### src/rtl/vps_pkg.sv
package vps_pkg;
	// ------------------------------------------------------------------
	// sizes and reset values
	// ------------------------------------------------------------------
	localparam int ADDR_W = 8;
	localparam int NUM_CH = 4;
	localparam int CNT_W = 9;
	localparam logic [ADDR_W-1:0] RST_START = 8'h00;
	localparam logic [ADDR_W-1:0] RST_LOOP = 8'h00;
	localparam logic [ADDR_W-1:0] RST_END = 8'h07;
	localparam logic [1:0] RST_VEC_RADIX = 2'h0;

	// ------------------------------------------------------------------
	// timing
	// ------------------------------------------------------------------
	localparam int CLK_NS = 40;
	localparam int STARTUP_NS = 130;
	localparam int GAP_NS = 15000;
	// startup is a least time, rounded up; gap rounded down
	localparam int STARTUP_CYC = (STARTUP_NS + CLK_NS - 1) / CLK_NS;
	localparam int GAP_CYC = GAP_NS / CLK_NS;
	localparam logic [CNT_W-1:0] STARTUP_LOAD = CNT_W'(STARTUP_CYC - 1);
	localparam logic [CNT_W-1:0] GAP_LOAD = CNT_W'(GAP_CYC - 1);

	// ------------------------------------------------------------------
	// run modes and sequencer states
	// ------------------------------------------------------------------
	typedef enum logic [1:0] {
		MODE_BURST = 2'h0,
		MODE_AUTO_BURST = 2'h1,
		MODE_AUTO = 2'h2,
		MODE_TRIG_AUTO = 2'h3
	} vps_mode_t;
	localparam vps_mode_t RST_MODE = MODE_AUTO;

	typedef enum logic [2:0] {
		ST_IDLE,
		ST_WAIT,
		ST_DELAY,
		ST_PLAY,
		ST_GAP
	} vps_state_t;
endpackage : vps_pkg

### src/rtl/vps_buf2.sv
`timescale 1ns/10ps
module vps_buf2 #(
	parameter int WIDTH = 4
) (
	input wire logic i_clk, // clock
	input wire logic i_rst, // sync reset, high
	input wire logic [WIDTH-1:0] i_data, // word in
	input wire logic i_valid, // word offered
	output logic o_ready, // room for a word
	output logic [WIDTH-1:0] o_data, // head word
	output logic o_valid, // head word valid
	input wire logic i_ready // sink takes head
);
	logic [WIDTH-1:0] head_reg, head_next;
	logic [WIDTH-1:0] tail_reg, tail_next;
	logic [1:0] cnt_reg, cnt_next;
	logic valid_reg, valid_next;
	logic push, pop;

	assign o_ready = (cnt_reg != 2'h2);
	assign o_data = head_reg;
	assign o_valid = valid_reg;

	always_comb begin
		push = i_valid && o_ready;
		pop = valid_reg && i_ready;
		head_next = head_reg;
		tail_next = tail_reg;
		cnt_next = cnt_reg;
		unique case ({push, pop})
			2'b10: begin
				if (cnt_reg == 2'h0) begin
					head_next = i_data;
				end else begin
					tail_next = i_data;
				end
				cnt_next = cnt_reg + 2'h1;
			end
			2'b01: begin
				head_next = tail_reg;
				cnt_next = cnt_reg - 2'h1;
			end
			2'b11: begin
				// count is one here: the new word becomes the head
				head_next = i_data;
			end
			default: begin
			end
		endcase
		valid_next = (cnt_next != 2'h0);
	end

	always_ff @(posedge i_clk) begin
		if (i_rst) begin
			head_reg <= '0;
			tail_reg <= '0;
			cnt_reg <= 2'h0;
			valid_reg <= 1'b0;
		end else begin
			head_reg <= head_next;
			tail_reg <= tail_next;
			cnt_reg <= cnt_next;
			valid_reg <= valid_next;
		end
	end
endmodule : vps_buf2

### src/rtl/vps_sequencer.sv
// Overview of operation
// - first vector of a sequence comes from the start address.
// - last vector of each pass comes from the end address.
// - continuous modes start later passes at the loop address.
// - burst modes ignore loop; each burst runs start to end.
// - start, loop, end, mode and vector radix are shared by all channels.
// - single-shot mode idles until an external, button or command trigger.
// - single-shot waits at least 130 ns (4 cycles, 160 ns) after trigger before first vector.
// - single-shot plays start to end once, then waits for a trigger.
// - self-triggered bursts repeat with about 15 us between them.
// - free-running starts at start vector at once, no delay.
// - continuous modes wrap from end to loop without a gap.
// - continuous output runs until a stop request arrives.
// - triggered free-running waits for a trigger, then free-runs.
// - on stop, the address returns to the start vector; queued words still drain.
// - a block is start plus end or size; fill and clear act on it.
// - an entered digit overwrites the datum and moves the cursor on.
// - clear zeroes one channel, or every channel in group view.
`timescale 1ns/10ps
module vps_sequencer #(
	parameter int ADDR_W = vps_pkg::ADDR_W,
	parameter int NUM_CH = vps_pkg::NUM_CH
) (
	input wire logic I_REF_CLK, // 25 MHz clock
	input wire logic I_RST, // sync reset, high
	input wire logic I_TRIG_EXT, // trigger pin, async
	input wire logic I_TRIG_BTN, // trigger button, async
	input wire logic I_TRIG_CMD, // remote trigger pulse
	input wire logic I_RUN, // start output pulse
	input wire logic I_STOP, // stop output pulse
	input wire logic I_CFG_WR, // config write pulse
	input wire logic [1:0] I_CFG_CH, // channel of the write
	input wire logic [1:0] I_MODE, // run mode
	input wire logic [ADDR_W-1:0] I_START, // start address
	input wire logic [ADDR_W-1:0] I_LOOP, // loop address
	input wire logic [ADDR_W-1:0] I_END, // end address
	input wire logic [1:0] I_VEC_RADIX, // vector radix
	input wire logic I_DATA_HEX, // channel data radix hex
	input wire logic I_CUR_LOAD, // cursor load pulse
	input wire logic [ADDR_W-1:0] I_CUR_ADDR, // cursor vector
	input wire logic [1:0] I_CUR_CH, // cursor channel
	input wire logic I_DIGIT_WR, // digit entered pulse
	input wire logic [NUM_CH-1:0] I_DIGIT, // digit value
	input wire logic I_BLK_CLEAR, // clear block pulse
	input wire logic I_BLK_FILL, // fill block pulse
	input wire logic [ADDR_W-1:0] I_BLK_START, // block start
	input wire logic [ADDR_W-1:0] I_BLK_END, // block end
	input wire logic [ADDR_W-1:0] I_BLK_SIZE, // block size
	input wire logic I_BLK_USE_SIZE, // use size, not end
	input wire logic I_BLK_GROUP, // group view
	input wire logic [1:0] I_BLK_CH, // block channel
	input wire logic I_FILL_VAL, // fill bit value
	input wire logic I_DUT_READY, // receiver takes word
	output logic [NUM_CH-1:0] O_DATA, // channel data bits
	output logic O_VALID, // data word valid
	output logic O_RUNNING, // sequencer active
	output logic [ADDR_W-1:0] O_ADDR, // sequencer address
	output logic [1:0] O_MODE, // shared mode
	output logic [1:0] O_VEC_RADIX, // shared vector radix
	output logic O_BLK_BUSY, // block op running
	output logic [ADDR_W-1:0] O_CUR_ADDR, // cursor vector
	output logic [1:0] O_CUR_CH // cursor channel
);
	localparam int DEPTH = 1 << ADDR_W;

	function automatic logic [NUM_CH-1:0] ch_mask(input logic [1:0] ch,
		input logic all);
		logic [NUM_CH-1:0] m;
		m = '0;
		m[ch] = 1'b1;
		if (all) begin
			m = '1;
		end
		return m;
	endfunction : ch_mask

	// ------------------------------------------------------------------
	// trigger synchronisers
	// ------------------------------------------------------------------
	logic [2:0] ext_reg, ext_next;
	logic [2:0] btn_reg, btn_next;
	logic trig_any;

	always_comb begin
		ext_next = {ext_reg[1:0], I_TRIG_EXT};
		btn_next = {btn_reg[1:0], I_TRIG_BTN};
		// edge taken from second and third stages only
		trig_any = (ext_reg[1] && !ext_reg[2]) ||
			(btn_reg[1] && !btn_reg[2]) || I_TRIG_CMD;
	end

	always_ff @(posedge I_REF_CLK) begin
		if (I_RST) begin
			ext_reg <= 3'h0;
			btn_reg <= 3'h0;
		end else begin
			ext_reg <= ext_next;
			btn_reg <= btn_next;
		end
	end

	// ------------------------------------------------------------------
	// shared settings and per-channel data radix
	// ------------------------------------------------------------------
	logic [ADDR_W-1:0] start_reg, start_next, loop_reg, loop_next;
	logic [ADDR_W-1:0] end_reg, end_next;
	vps_pkg::vps_mode_t mode_reg, mode_next;
	logic [1:0] vrad_reg, vrad_next;
	logic [NUM_CH-1:0] hex_reg, hex_next;

	always_comb begin
		start_next = start_reg;
		loop_next = loop_reg;
		end_next = end_reg;
		mode_next = mode_reg;
		vrad_next = vrad_reg;
		hex_next = hex_reg;
		if (I_CFG_WR) begin
			start_next = I_START;
			loop_next = I_LOOP;
			end_next = I_END;
			mode_next = vps_pkg::vps_mode_t'(I_MODE);
			vrad_next = I_VEC_RADIX;
			hex_next[I_CFG_CH] = I_DATA_HEX;
		end
	end

	always_ff @(posedge I_REF_CLK) begin
		if (I_RST) begin
			start_reg <= vps_pkg::RST_START;
			loop_reg <= vps_pkg::RST_LOOP;
			end_reg <= vps_pkg::RST_END;
			mode_reg <= vps_pkg::RST_MODE;
			vrad_reg <= vps_pkg::RST_VEC_RADIX;
			hex_reg <= '1;
		end else begin
			start_reg <= start_next;
			loop_reg <= loop_next;
			end_reg <= end_next;
			mode_reg <= mode_next;
			vrad_reg <= vrad_next;
			hex_reg <= hex_next;
		end
	end

	// ------------------------------------------------------------------
	// vector storage, block engine and editor
	// ------------------------------------------------------------------
	logic [NUM_CH-1:0] mem_reg [DEPTH];
	logic [NUM_CH-1:0] mem_next [DEPTH];
	logic blk_reg, blk_next;
	logic [ADDR_W-1:0] baddr_reg, baddr_next, blast_reg, blast_next;
	logic [NUM_CH-1:0] bmask_reg, bmask_next;
	logic bval_reg, bval_next;
	logic [ADDR_W-1:0] cur_reg, cur_next;
	logic [1:0] cch_reg, cch_next;
	logic wr_en;
	logic [ADDR_W-1:0] wr_addr;
	logic [NUM_CH-1:0] wr_mask, wr_data;
	vps_pkg::vps_state_t state_reg;

	always_comb begin
		blk_next = blk_reg;
		baddr_next = baddr_reg;
		blast_next = blast_reg;
		bmask_next = bmask_reg;
		bval_next = bval_reg;
		cur_next = cur_reg;
		cch_next = cch_reg;
		wr_en = 1'b0;
		wr_addr = baddr_reg;
		wr_mask = bmask_reg;
		wr_data = {NUM_CH{bval_reg}};
		if (blk_reg) begin
			wr_en = 1'b1;
			baddr_next = baddr_reg + 1'b1;
			blk_next = (baddr_reg != blast_reg);
		end else if (state_reg == vps_pkg::ST_IDLE &&
			(I_BLK_CLEAR || I_BLK_FILL)) begin
			// block from start plus end or size
			blk_next = 1'b1;
			baddr_next = I_BLK_START;
			blast_next = I_BLK_USE_SIZE ?
				ADDR_W'(I_BLK_START + I_BLK_SIZE - 1'b1) : I_BLK_END;
			// clear zeroes channel or whole group
			bmask_next = ch_mask(I_BLK_CH, I_BLK_GROUP);
			bval_next = I_BLK_FILL && I_FILL_VAL;
		end else if (I_CUR_LOAD) begin
			cur_next = I_CUR_ADDR;
			cch_next = I_CUR_CH;
		end else if (I_DIGIT_WR && state_reg == vps_pkg::ST_IDLE) begin
			wr_en = 1'b1;
			wr_addr = cur_reg;
			wr_mask = ch_mask(cch_reg, hex_reg[cch_reg]);
			wr_data = hex_reg[cch_reg] ? I_DIGIT : {NUM_CH{I_DIGIT[0]}};
			cur_next = cur_reg + 1'b1;
		end
		for (int i = 0; i < DEPTH; i++) begin
			mem_next[i] = mem_reg[i];
		end
		if (wr_en) begin
			mem_next[wr_addr] = (mem_reg[wr_addr] & ~wr_mask) |
				(wr_data & wr_mask);
		end
	end

	always_ff @(posedge I_REF_CLK) begin
		if (I_RST) begin
			blk_reg <= 1'b0;
			baddr_reg <= '0;
			blast_reg <= '0;
			bmask_reg <= '0;
			bval_reg <= 1'b0;
			cur_reg <= '0;
			cch_reg <= 2'h0;
			for (int i = 0; i < DEPTH; i++) begin
				mem_reg[i] <= '0;
			end
		end else begin
			blk_reg <= blk_next;
			baddr_reg <= baddr_next;
			blast_reg <= blast_next;
			bmask_reg <= bmask_next;
			bval_reg <= bval_next;
			cur_reg <= cur_next;
			cch_reg <= cch_next;
			for (int i = 0; i < DEPTH; i++) begin
				mem_reg[i] <= mem_next[i];
			end
		end
	end

	// ------------------------------------------------------------------
	// sequencer
	// ------------------------------------------------------------------
	vps_pkg::vps_state_t state_next;
	logic [ADDR_W-1:0] addr_reg, addr_next;
	logic [vps_pkg::CNT_W-1:0] cnt_reg, cnt_next;
	logic run_reg, run_next;
	logic buf_ready, push, at_end, contin;

	always_comb begin
		contin = (mode_reg == vps_pkg::MODE_AUTO) ||
			(mode_reg == vps_pkg::MODE_TRIG_AUTO);
		at_end = (addr_reg == end_reg);
		push = (state_reg == vps_pkg::ST_PLAY) && buf_ready;
		state_next = state_reg;
		addr_next = addr_reg;
		cnt_next = cnt_reg;
		unique case (state_reg)
			vps_pkg::ST_IDLE: begin
				addr_next = start_reg;
				if (I_RUN) begin
					unique case (mode_reg)
						vps_pkg::MODE_AUTO: state_next = vps_pkg::ST_PLAY;
						vps_pkg::MODE_AUTO_BURST: begin
							state_next = vps_pkg::ST_DELAY;
							cnt_next = vps_pkg::STARTUP_LOAD;
						end
						default: state_next = vps_pkg::ST_WAIT;
					endcase
				end
			end
			vps_pkg::ST_WAIT: begin
				if (trig_any) begin
					if (mode_reg == vps_pkg::MODE_TRIG_AUTO) begin
						state_next = vps_pkg::ST_PLAY;
					end else begin
						state_next = vps_pkg::ST_DELAY;
						cnt_next = vps_pkg::STARTUP_LOAD;
					end
				end
			end
			vps_pkg::ST_DELAY: begin
				cnt_next = cnt_reg - 1'b1;
				if (cnt_reg == '0) begin
					state_next = vps_pkg::ST_PLAY;
				end
			end
			vps_pkg::ST_PLAY: begin
				// triggers not looked at while playing
				if (push) begin
					// one vector per period, shared address
					addr_next = addr_reg + 1'b1;
					if (at_end) begin
						// pass ends on the end vector
						if (contin) begin
							addr_next = loop_reg;
						end else begin
							addr_next = start_reg;
							if (mode_reg == vps_pkg::MODE_BURST) begin
								state_next = vps_pkg::ST_WAIT;
							end else begin
								state_next = vps_pkg::ST_GAP;
								cnt_next = vps_pkg::GAP_LOAD;
							end
						end
					end
				end
			end
			vps_pkg::ST_GAP: begin
				cnt_next = cnt_reg - 1'b1;
				if (cnt_reg == '0) begin
					state_next = vps_pkg::ST_DELAY;
					cnt_next = vps_pkg::STARTUP_LOAD;
				end
			end
		endcase
		// stop sends the sequencer to idle, which reloads the start address
		if (I_STOP) begin
			state_next = vps_pkg::ST_IDLE;
		end
		run_next = (state_next != vps_pkg::ST_IDLE);
	end

	always_ff @(posedge I_REF_CLK) begin
		if (I_RST) begin
			state_reg <= vps_pkg::ST_IDLE;
			addr_reg <= vps_pkg::RST_START;
			cnt_reg <= '0;
			run_reg <= 1'b0;
		end else begin
			state_reg <= state_next;
			addr_reg <= addr_next;
			cnt_reg <= cnt_next;
			run_reg <= run_next;
		end
	end

	vps_buf2 #(
		.WIDTH(NUM_CH)
	) u_buf (
		.i_clk(I_REF_CLK),
		.i_rst(I_RST),
		// words come from the sequencer address
		.i_data(mem_reg[addr_reg]),
		.i_valid(state_reg == vps_pkg::ST_PLAY),
		.o_ready(buf_ready),
		.o_data(O_DATA),
		.o_valid(O_VALID),
		.i_ready(I_DUT_READY)
	);

	assign O_RUNNING = run_reg;
	assign O_ADDR = addr_reg;
	assign O_MODE = mode_reg;
	assign O_VEC_RADIX = vrad_reg;
	assign O_BLK_BUSY = blk_reg;
	assign O_CUR_ADDR = cur_reg;
	assign O_CUR_CH = cch_reg;

	// ------------------------------------------------------------------
	// assertions
	// ------------------------------------------------------------------
	// cycles spent in the gap so far, for the gap length check
	logic [vps_pkg::CNT_W-1:0] gseen_reg, gseen_next;

	always_comb begin
		gseen_next = '0;
		if (state_reg == vps_pkg::ST_GAP) begin
			gseen_next = gseen_reg + 1'b1;
		end
	end

	always_ff @(posedge I_REF_CLK) begin
		if (I_RST) begin
			gseen_reg <= '0;
		end else begin
			gseen_reg <= gseen_next;
		end
	end
endmodule : vps_sequencer

### config.mk
export PLATFORM = sky130hd
export DESIGN_NAME = vps_sequencer
export DESIGN_NICKNAME = d
export VERILOG_FILES = /design/src/rtl/vps_pkg.sv /design/src/rtl/vps_buf2.sv /design/src/rtl/vps_sequencer.sv
export SDC_FILE = /design/constraint.sdc
export NUM_CORES = 2
export LEC_CHECK = 0
export BUFFER_PORTS_ARGS = -buffer_cell sky130_fd_sc_hd__buf_2
export CAP_MARGIN = 0
export CELL_PAD_IN_SITES_DETAIL_PLACEMENT = 0
export CELL_PAD_IN_SITES_GLOBAL_PLACEMENT = 1
export CORE_UTILIZATION = 35
export DETAILED_ROUTE_END_ITERATION = 10
export PLACE_DENSITY = 0.68
export SLEW_MARGIN = 20
export SYNTH_ARGS = -nofsm -noshare
export SYNTH_HDL_FRONTEND = slang
export SYNTH_SLANG_ARGS = --single-unit
### constraint.sdc
create_clock -name I_REF_CLK -period 5 [get_ports I_REF_CLK]
set_clock_uncertainty 0.05 [all_clocks]
set_input_delay 1 -clock I_REF_CLK [delete_from_list [all_inputs] [get_ports I_REF_CLK]]
set_output_delay 1 -clock I_REF_CLK [all_outputs]
set_load 0.03 [all_outputs]
==> parameters.txt <==
Parameter                              Value

Run status
  Result of the run ... finished, violations left
  Violated checks ... setup timing

Logic synthesis
  Most area-hungry cell type in the Yosys netlist ... dfxtp_1
  Most area-consuming cells after synthesis ... dfxtp_1, mux4_2, nand2b_1, a211oi_1, o21ai_0
  Syn Inst Count ... slightly below 9000
  Area share of the largest cell type after synthesis ... 0.316
  Primary flip-flop cell chosen by synthesis mapping ... dfxtp_1
  Number of enable-type register cells in the synthesized netlist ... 0
  Synth async-reset ratio ... 0
  Cell area after technology mapping ... 71900 um2
  Number of nets in the synthesized netlist ... between 8000 and 9000
  Sequential element share of the synthesized area ... 0.316
  Total of warnings raised by yosys ... 0
  Netlist cell types ... 82
  Post-synthesis sequential element count ... 1134
  Synthesized area per cell ... ~8.3 um2

Floorplanning
  Number of top-level pins ... 116
  Standard-cell row count ... 166
  Area of the core region ... roughly 200000 um2
  Height of the chip ... ~460 um
  Die Footprint ... just over 200000 um2
  Starting density of the core ... 0.352
  Die span in x ... about 460 um

Cells and area
  Flip-flop count of the largest register, all copies and words added ... approximately 1000
  Area delta synth->final ... 16.4%
  Number of inserted filler cells in the final layout ... approximately 20000
  Multi-input combinational cell area ... approximately 45000 um2
  Share of post-route cells with drive strength above 1 ... 0.177
  Final nets ... around 8700
  Area used by sequential logic in the layout ... ~23000 um2
  Utilization of the core after routing ... 0.410

STA
  Final count of hold timing violations ... 0
  Worst Tran Pin Value ... 1.36 ns
  Total setup violations reported at the end of the flow ... 33
  Setup repair after global routing missed its margin ... false
  Max-slew violations ... 0
  Post-layout min period ... roughly 5.0 ns
  Final critical-path setup slack ... -0.0335 ns
  Worst hold-check slack ... approximately 0.35 ns
  Max Fclk ... slightly below 0.2 GHz
  Relative slew slack ... 0.0956
  Tcrit/Tclk final ... 1.01

GRT
  Via count of the first global-routing pass ... 68400
  Wire length of the first global-routing pass ... about 470 mm
  GRT Util Overall ... 0.300
  Congestion Overflow GR ... 0
  Antenna violations before repair ... 11
  Pin count of the biggest net entering global routing ... ~210

Placed design
  Place WS ... -0.546 ns
  Post-detail-place hpwl ... 211 mm
  Number of I/O port buffers ... ~120
  Gp weighted congestion ... ~0.94

Clock tree
  Number of sinks handled by clock tree synthesis ... roughly 1100
  CTS Hold Buffers Added ... 0
  Clock insertion delay at the later pin of the skew report ... approximately 0.84 ns
  Number of CTS-inserted buffers ... about 140
  Clock Tree Buf Depth ... 3
  Cell at the root of the clock tree ... clkbuf_16
  CTS tree ... yes
  H-tree lvl count ... 4
  Register clock-pin slew on the reported worst setup and hold paths ... roughly 0.06 ns

Routing
  Wire length after detailed routing ... around 320 mm
  Number of detailed-routing iterations run before antenna repair ... 9
  Via count normalized by instance count ... approximately 6.5
  Detailed-route DRC error count ... 0
  Detailed router's first-iteration violation count ... between 8000 and 9000
  Final ANT Viol Nets ... 0
  Vias ... between 70000 and 80000
  Post-DR wirelength/cell ... 28.2 um

Power
  Peak VDD IR ... about 0.00039 V
  Leakage power summed over all cells ... 25.0 nW
  Areal power density over the cells ... roughly 290 nW/um2

Critical path
  Type of the worst setup path ... reg -> reg
  Critical path's slowest cell ... a2111oi_0
  Cell Chain, Critical Path ... or4b_4 > o211a_1 > nor2_8 > buf_12 > buf_12 > o22ai_1 > o41ai_1 > buf_4 > a41oi_1 > a2111oi_0 > o31a_2 > buf_4 > buf_12 > o21ai_0
  Type of element launching the critical path ... register
  Required time reported for the critical path endpoint ... around 5.6 ns
  Arrival time of data at the critical path endpoint ... about 5.7 ns
  Largest fanout on the critical path ... 32
  Sort of element at the end of the critical path ... register
  Most common cell type on the critical path ... buf_12
  Largest stage delay on the critical path ... 0.68 ns

Min path
  Path type of the worst min-delay path ... in -> reg

Run
  # Max-Cap Violations ... 0
[through the flow]
| step | power, mW | setup TNS [ns] | area, um2 | std cells |
|---|---|---|---|---|
| 6_report | 24.0 | -0.418 | 83700 | 11400 |
| 5_1_grt | 24.5 | 0 | 83700 | 11400 |
| 4_1_cts | 23.9 | 0 | 83600 | 11400 |
| 3_5_place_dp | 13.4 | -417.71 | 78900 | 11100 |
| 3_3_place_gp | 13.4 | -412.22 | 78900 | 11100 |
| 2_1_floorplan | 11.5 | 0 | 71900 | 8677 |
[Yosys cell counts, types with 52 or more instances]
cell type	n
clkbuf_1	683
nand3_1	817
a211oi_1	666
nand2_1	819
buf_1	79
o41ai_1	57
nor2b_1	98
o21ai_0	829
nor2_1	136
buf_2	167
a311oi_1	439
nand2b_1	950
dfxtp_1	1134
mux2i_1	64
a31o_2	128
mux4_2	343
mux2_2	87
a21oi_1	526
o22ai_1	251
inv_1	52
[final timing paths]
check,start,slack [ns],endpoint,cells past startpoint
worst max-delay path,state_reg[2],-0.03,mem_reg[55][0],14
worst min-delay path,I_TRIG_BTN,0.35,btn_reg[0],2
worst min register to register,ext_reg[0],0.39,ext_reg[1],1
worst max register to register,state_reg[2],-0.03,mem_reg[55][0],14
[per-layer routing]
layer	GRT usage	vias to the layer above	wire length (um)
li1	-	32600	-
met1	0.384	36000	127000
met2	0.456	3891	141000
met3	0.0741	884	32100
met4	0.175	6	21000
met5	0	-	40
[placed cells by master (no fill, tap or decap), drive strengths merged, types with 88 or more instances in the layout]
cell type,netlist,routed
clkbuf,693,200
a311oi,439,439
mux4,343,343
mux2,88,88
a31o,170,170
o21ai,834,834
nand2,821,821
a211oi,666,666
a21oi,527,527
nor2b,98,98
o22ai,251,251
nand3,818,818
dfxtp,1134,1134
nand2b,950,950
buf,262,702
nor2,138,138
[final cells by class]
| class | count | area share |
|---|---|---|
| antenna | 5 | 0.000149 |
| clock buffer | 198 | 0.0484 |
| clock inverter | 47 | 0.00703 |
| inverter | 53 | 0.00247 |
| multi-input combinational | 6535 | 0.544 |
| sequential | 1134 | 0.272 |
| tap | 2688 | 0.0402 |
| timing repair buffer | 704 | 0.0867 |
[power breakdown]
| group | switching (mW) | total, mW | internal, mW |
|---|---|---|---|
| sequential | 0.158 | 9.26 | 9.10 |
| clock | 4.36 | 10.6 | 6.25 |
| combinational | 2.75 | 4.09 | 1.34 |
| total | 7.26 | 24.0 | 16.7 |
[timing repair]
item,CTS,global route
setup buffers,1,8
setup endpoints to repair,1,250
gates resized for setup,0,0
[critical path: cells and delay by family, from the launching register on]
family                 cells  cell delay, ns
DFF                        1            0.35
and+or+nand+nor            2            0.85
buffers and inverters      5            1.13
AOI/OAI and AO/OA          7            2.42
[cells by family (layout without fill, tap and decap cells)]
| kind of cell | Yosys count | after routing | share of synthesized area |
|---|---|---|---|
| AND/OR/NAND/NOR | 2901 | 2901 | 0.206 |
| flip-flops | 1134 | 1134 | 0.316 |
| multiplexers | 495 | 495 | 0.130 |
| other | 0 | 5 | 0 |
| AO/OA/AOI/OAI | 3079 | 3079 | 0.283 |
| XOR/XNOR | 34 | 34 | 0.00414 |
| adder cells (fa/ha/maj) | 26 | 26 | 0.00463 |
| buffers and inverters | 1008 | 1002 | 0.0568 |
Note: power is estimated with default switching activity, not from simulation.
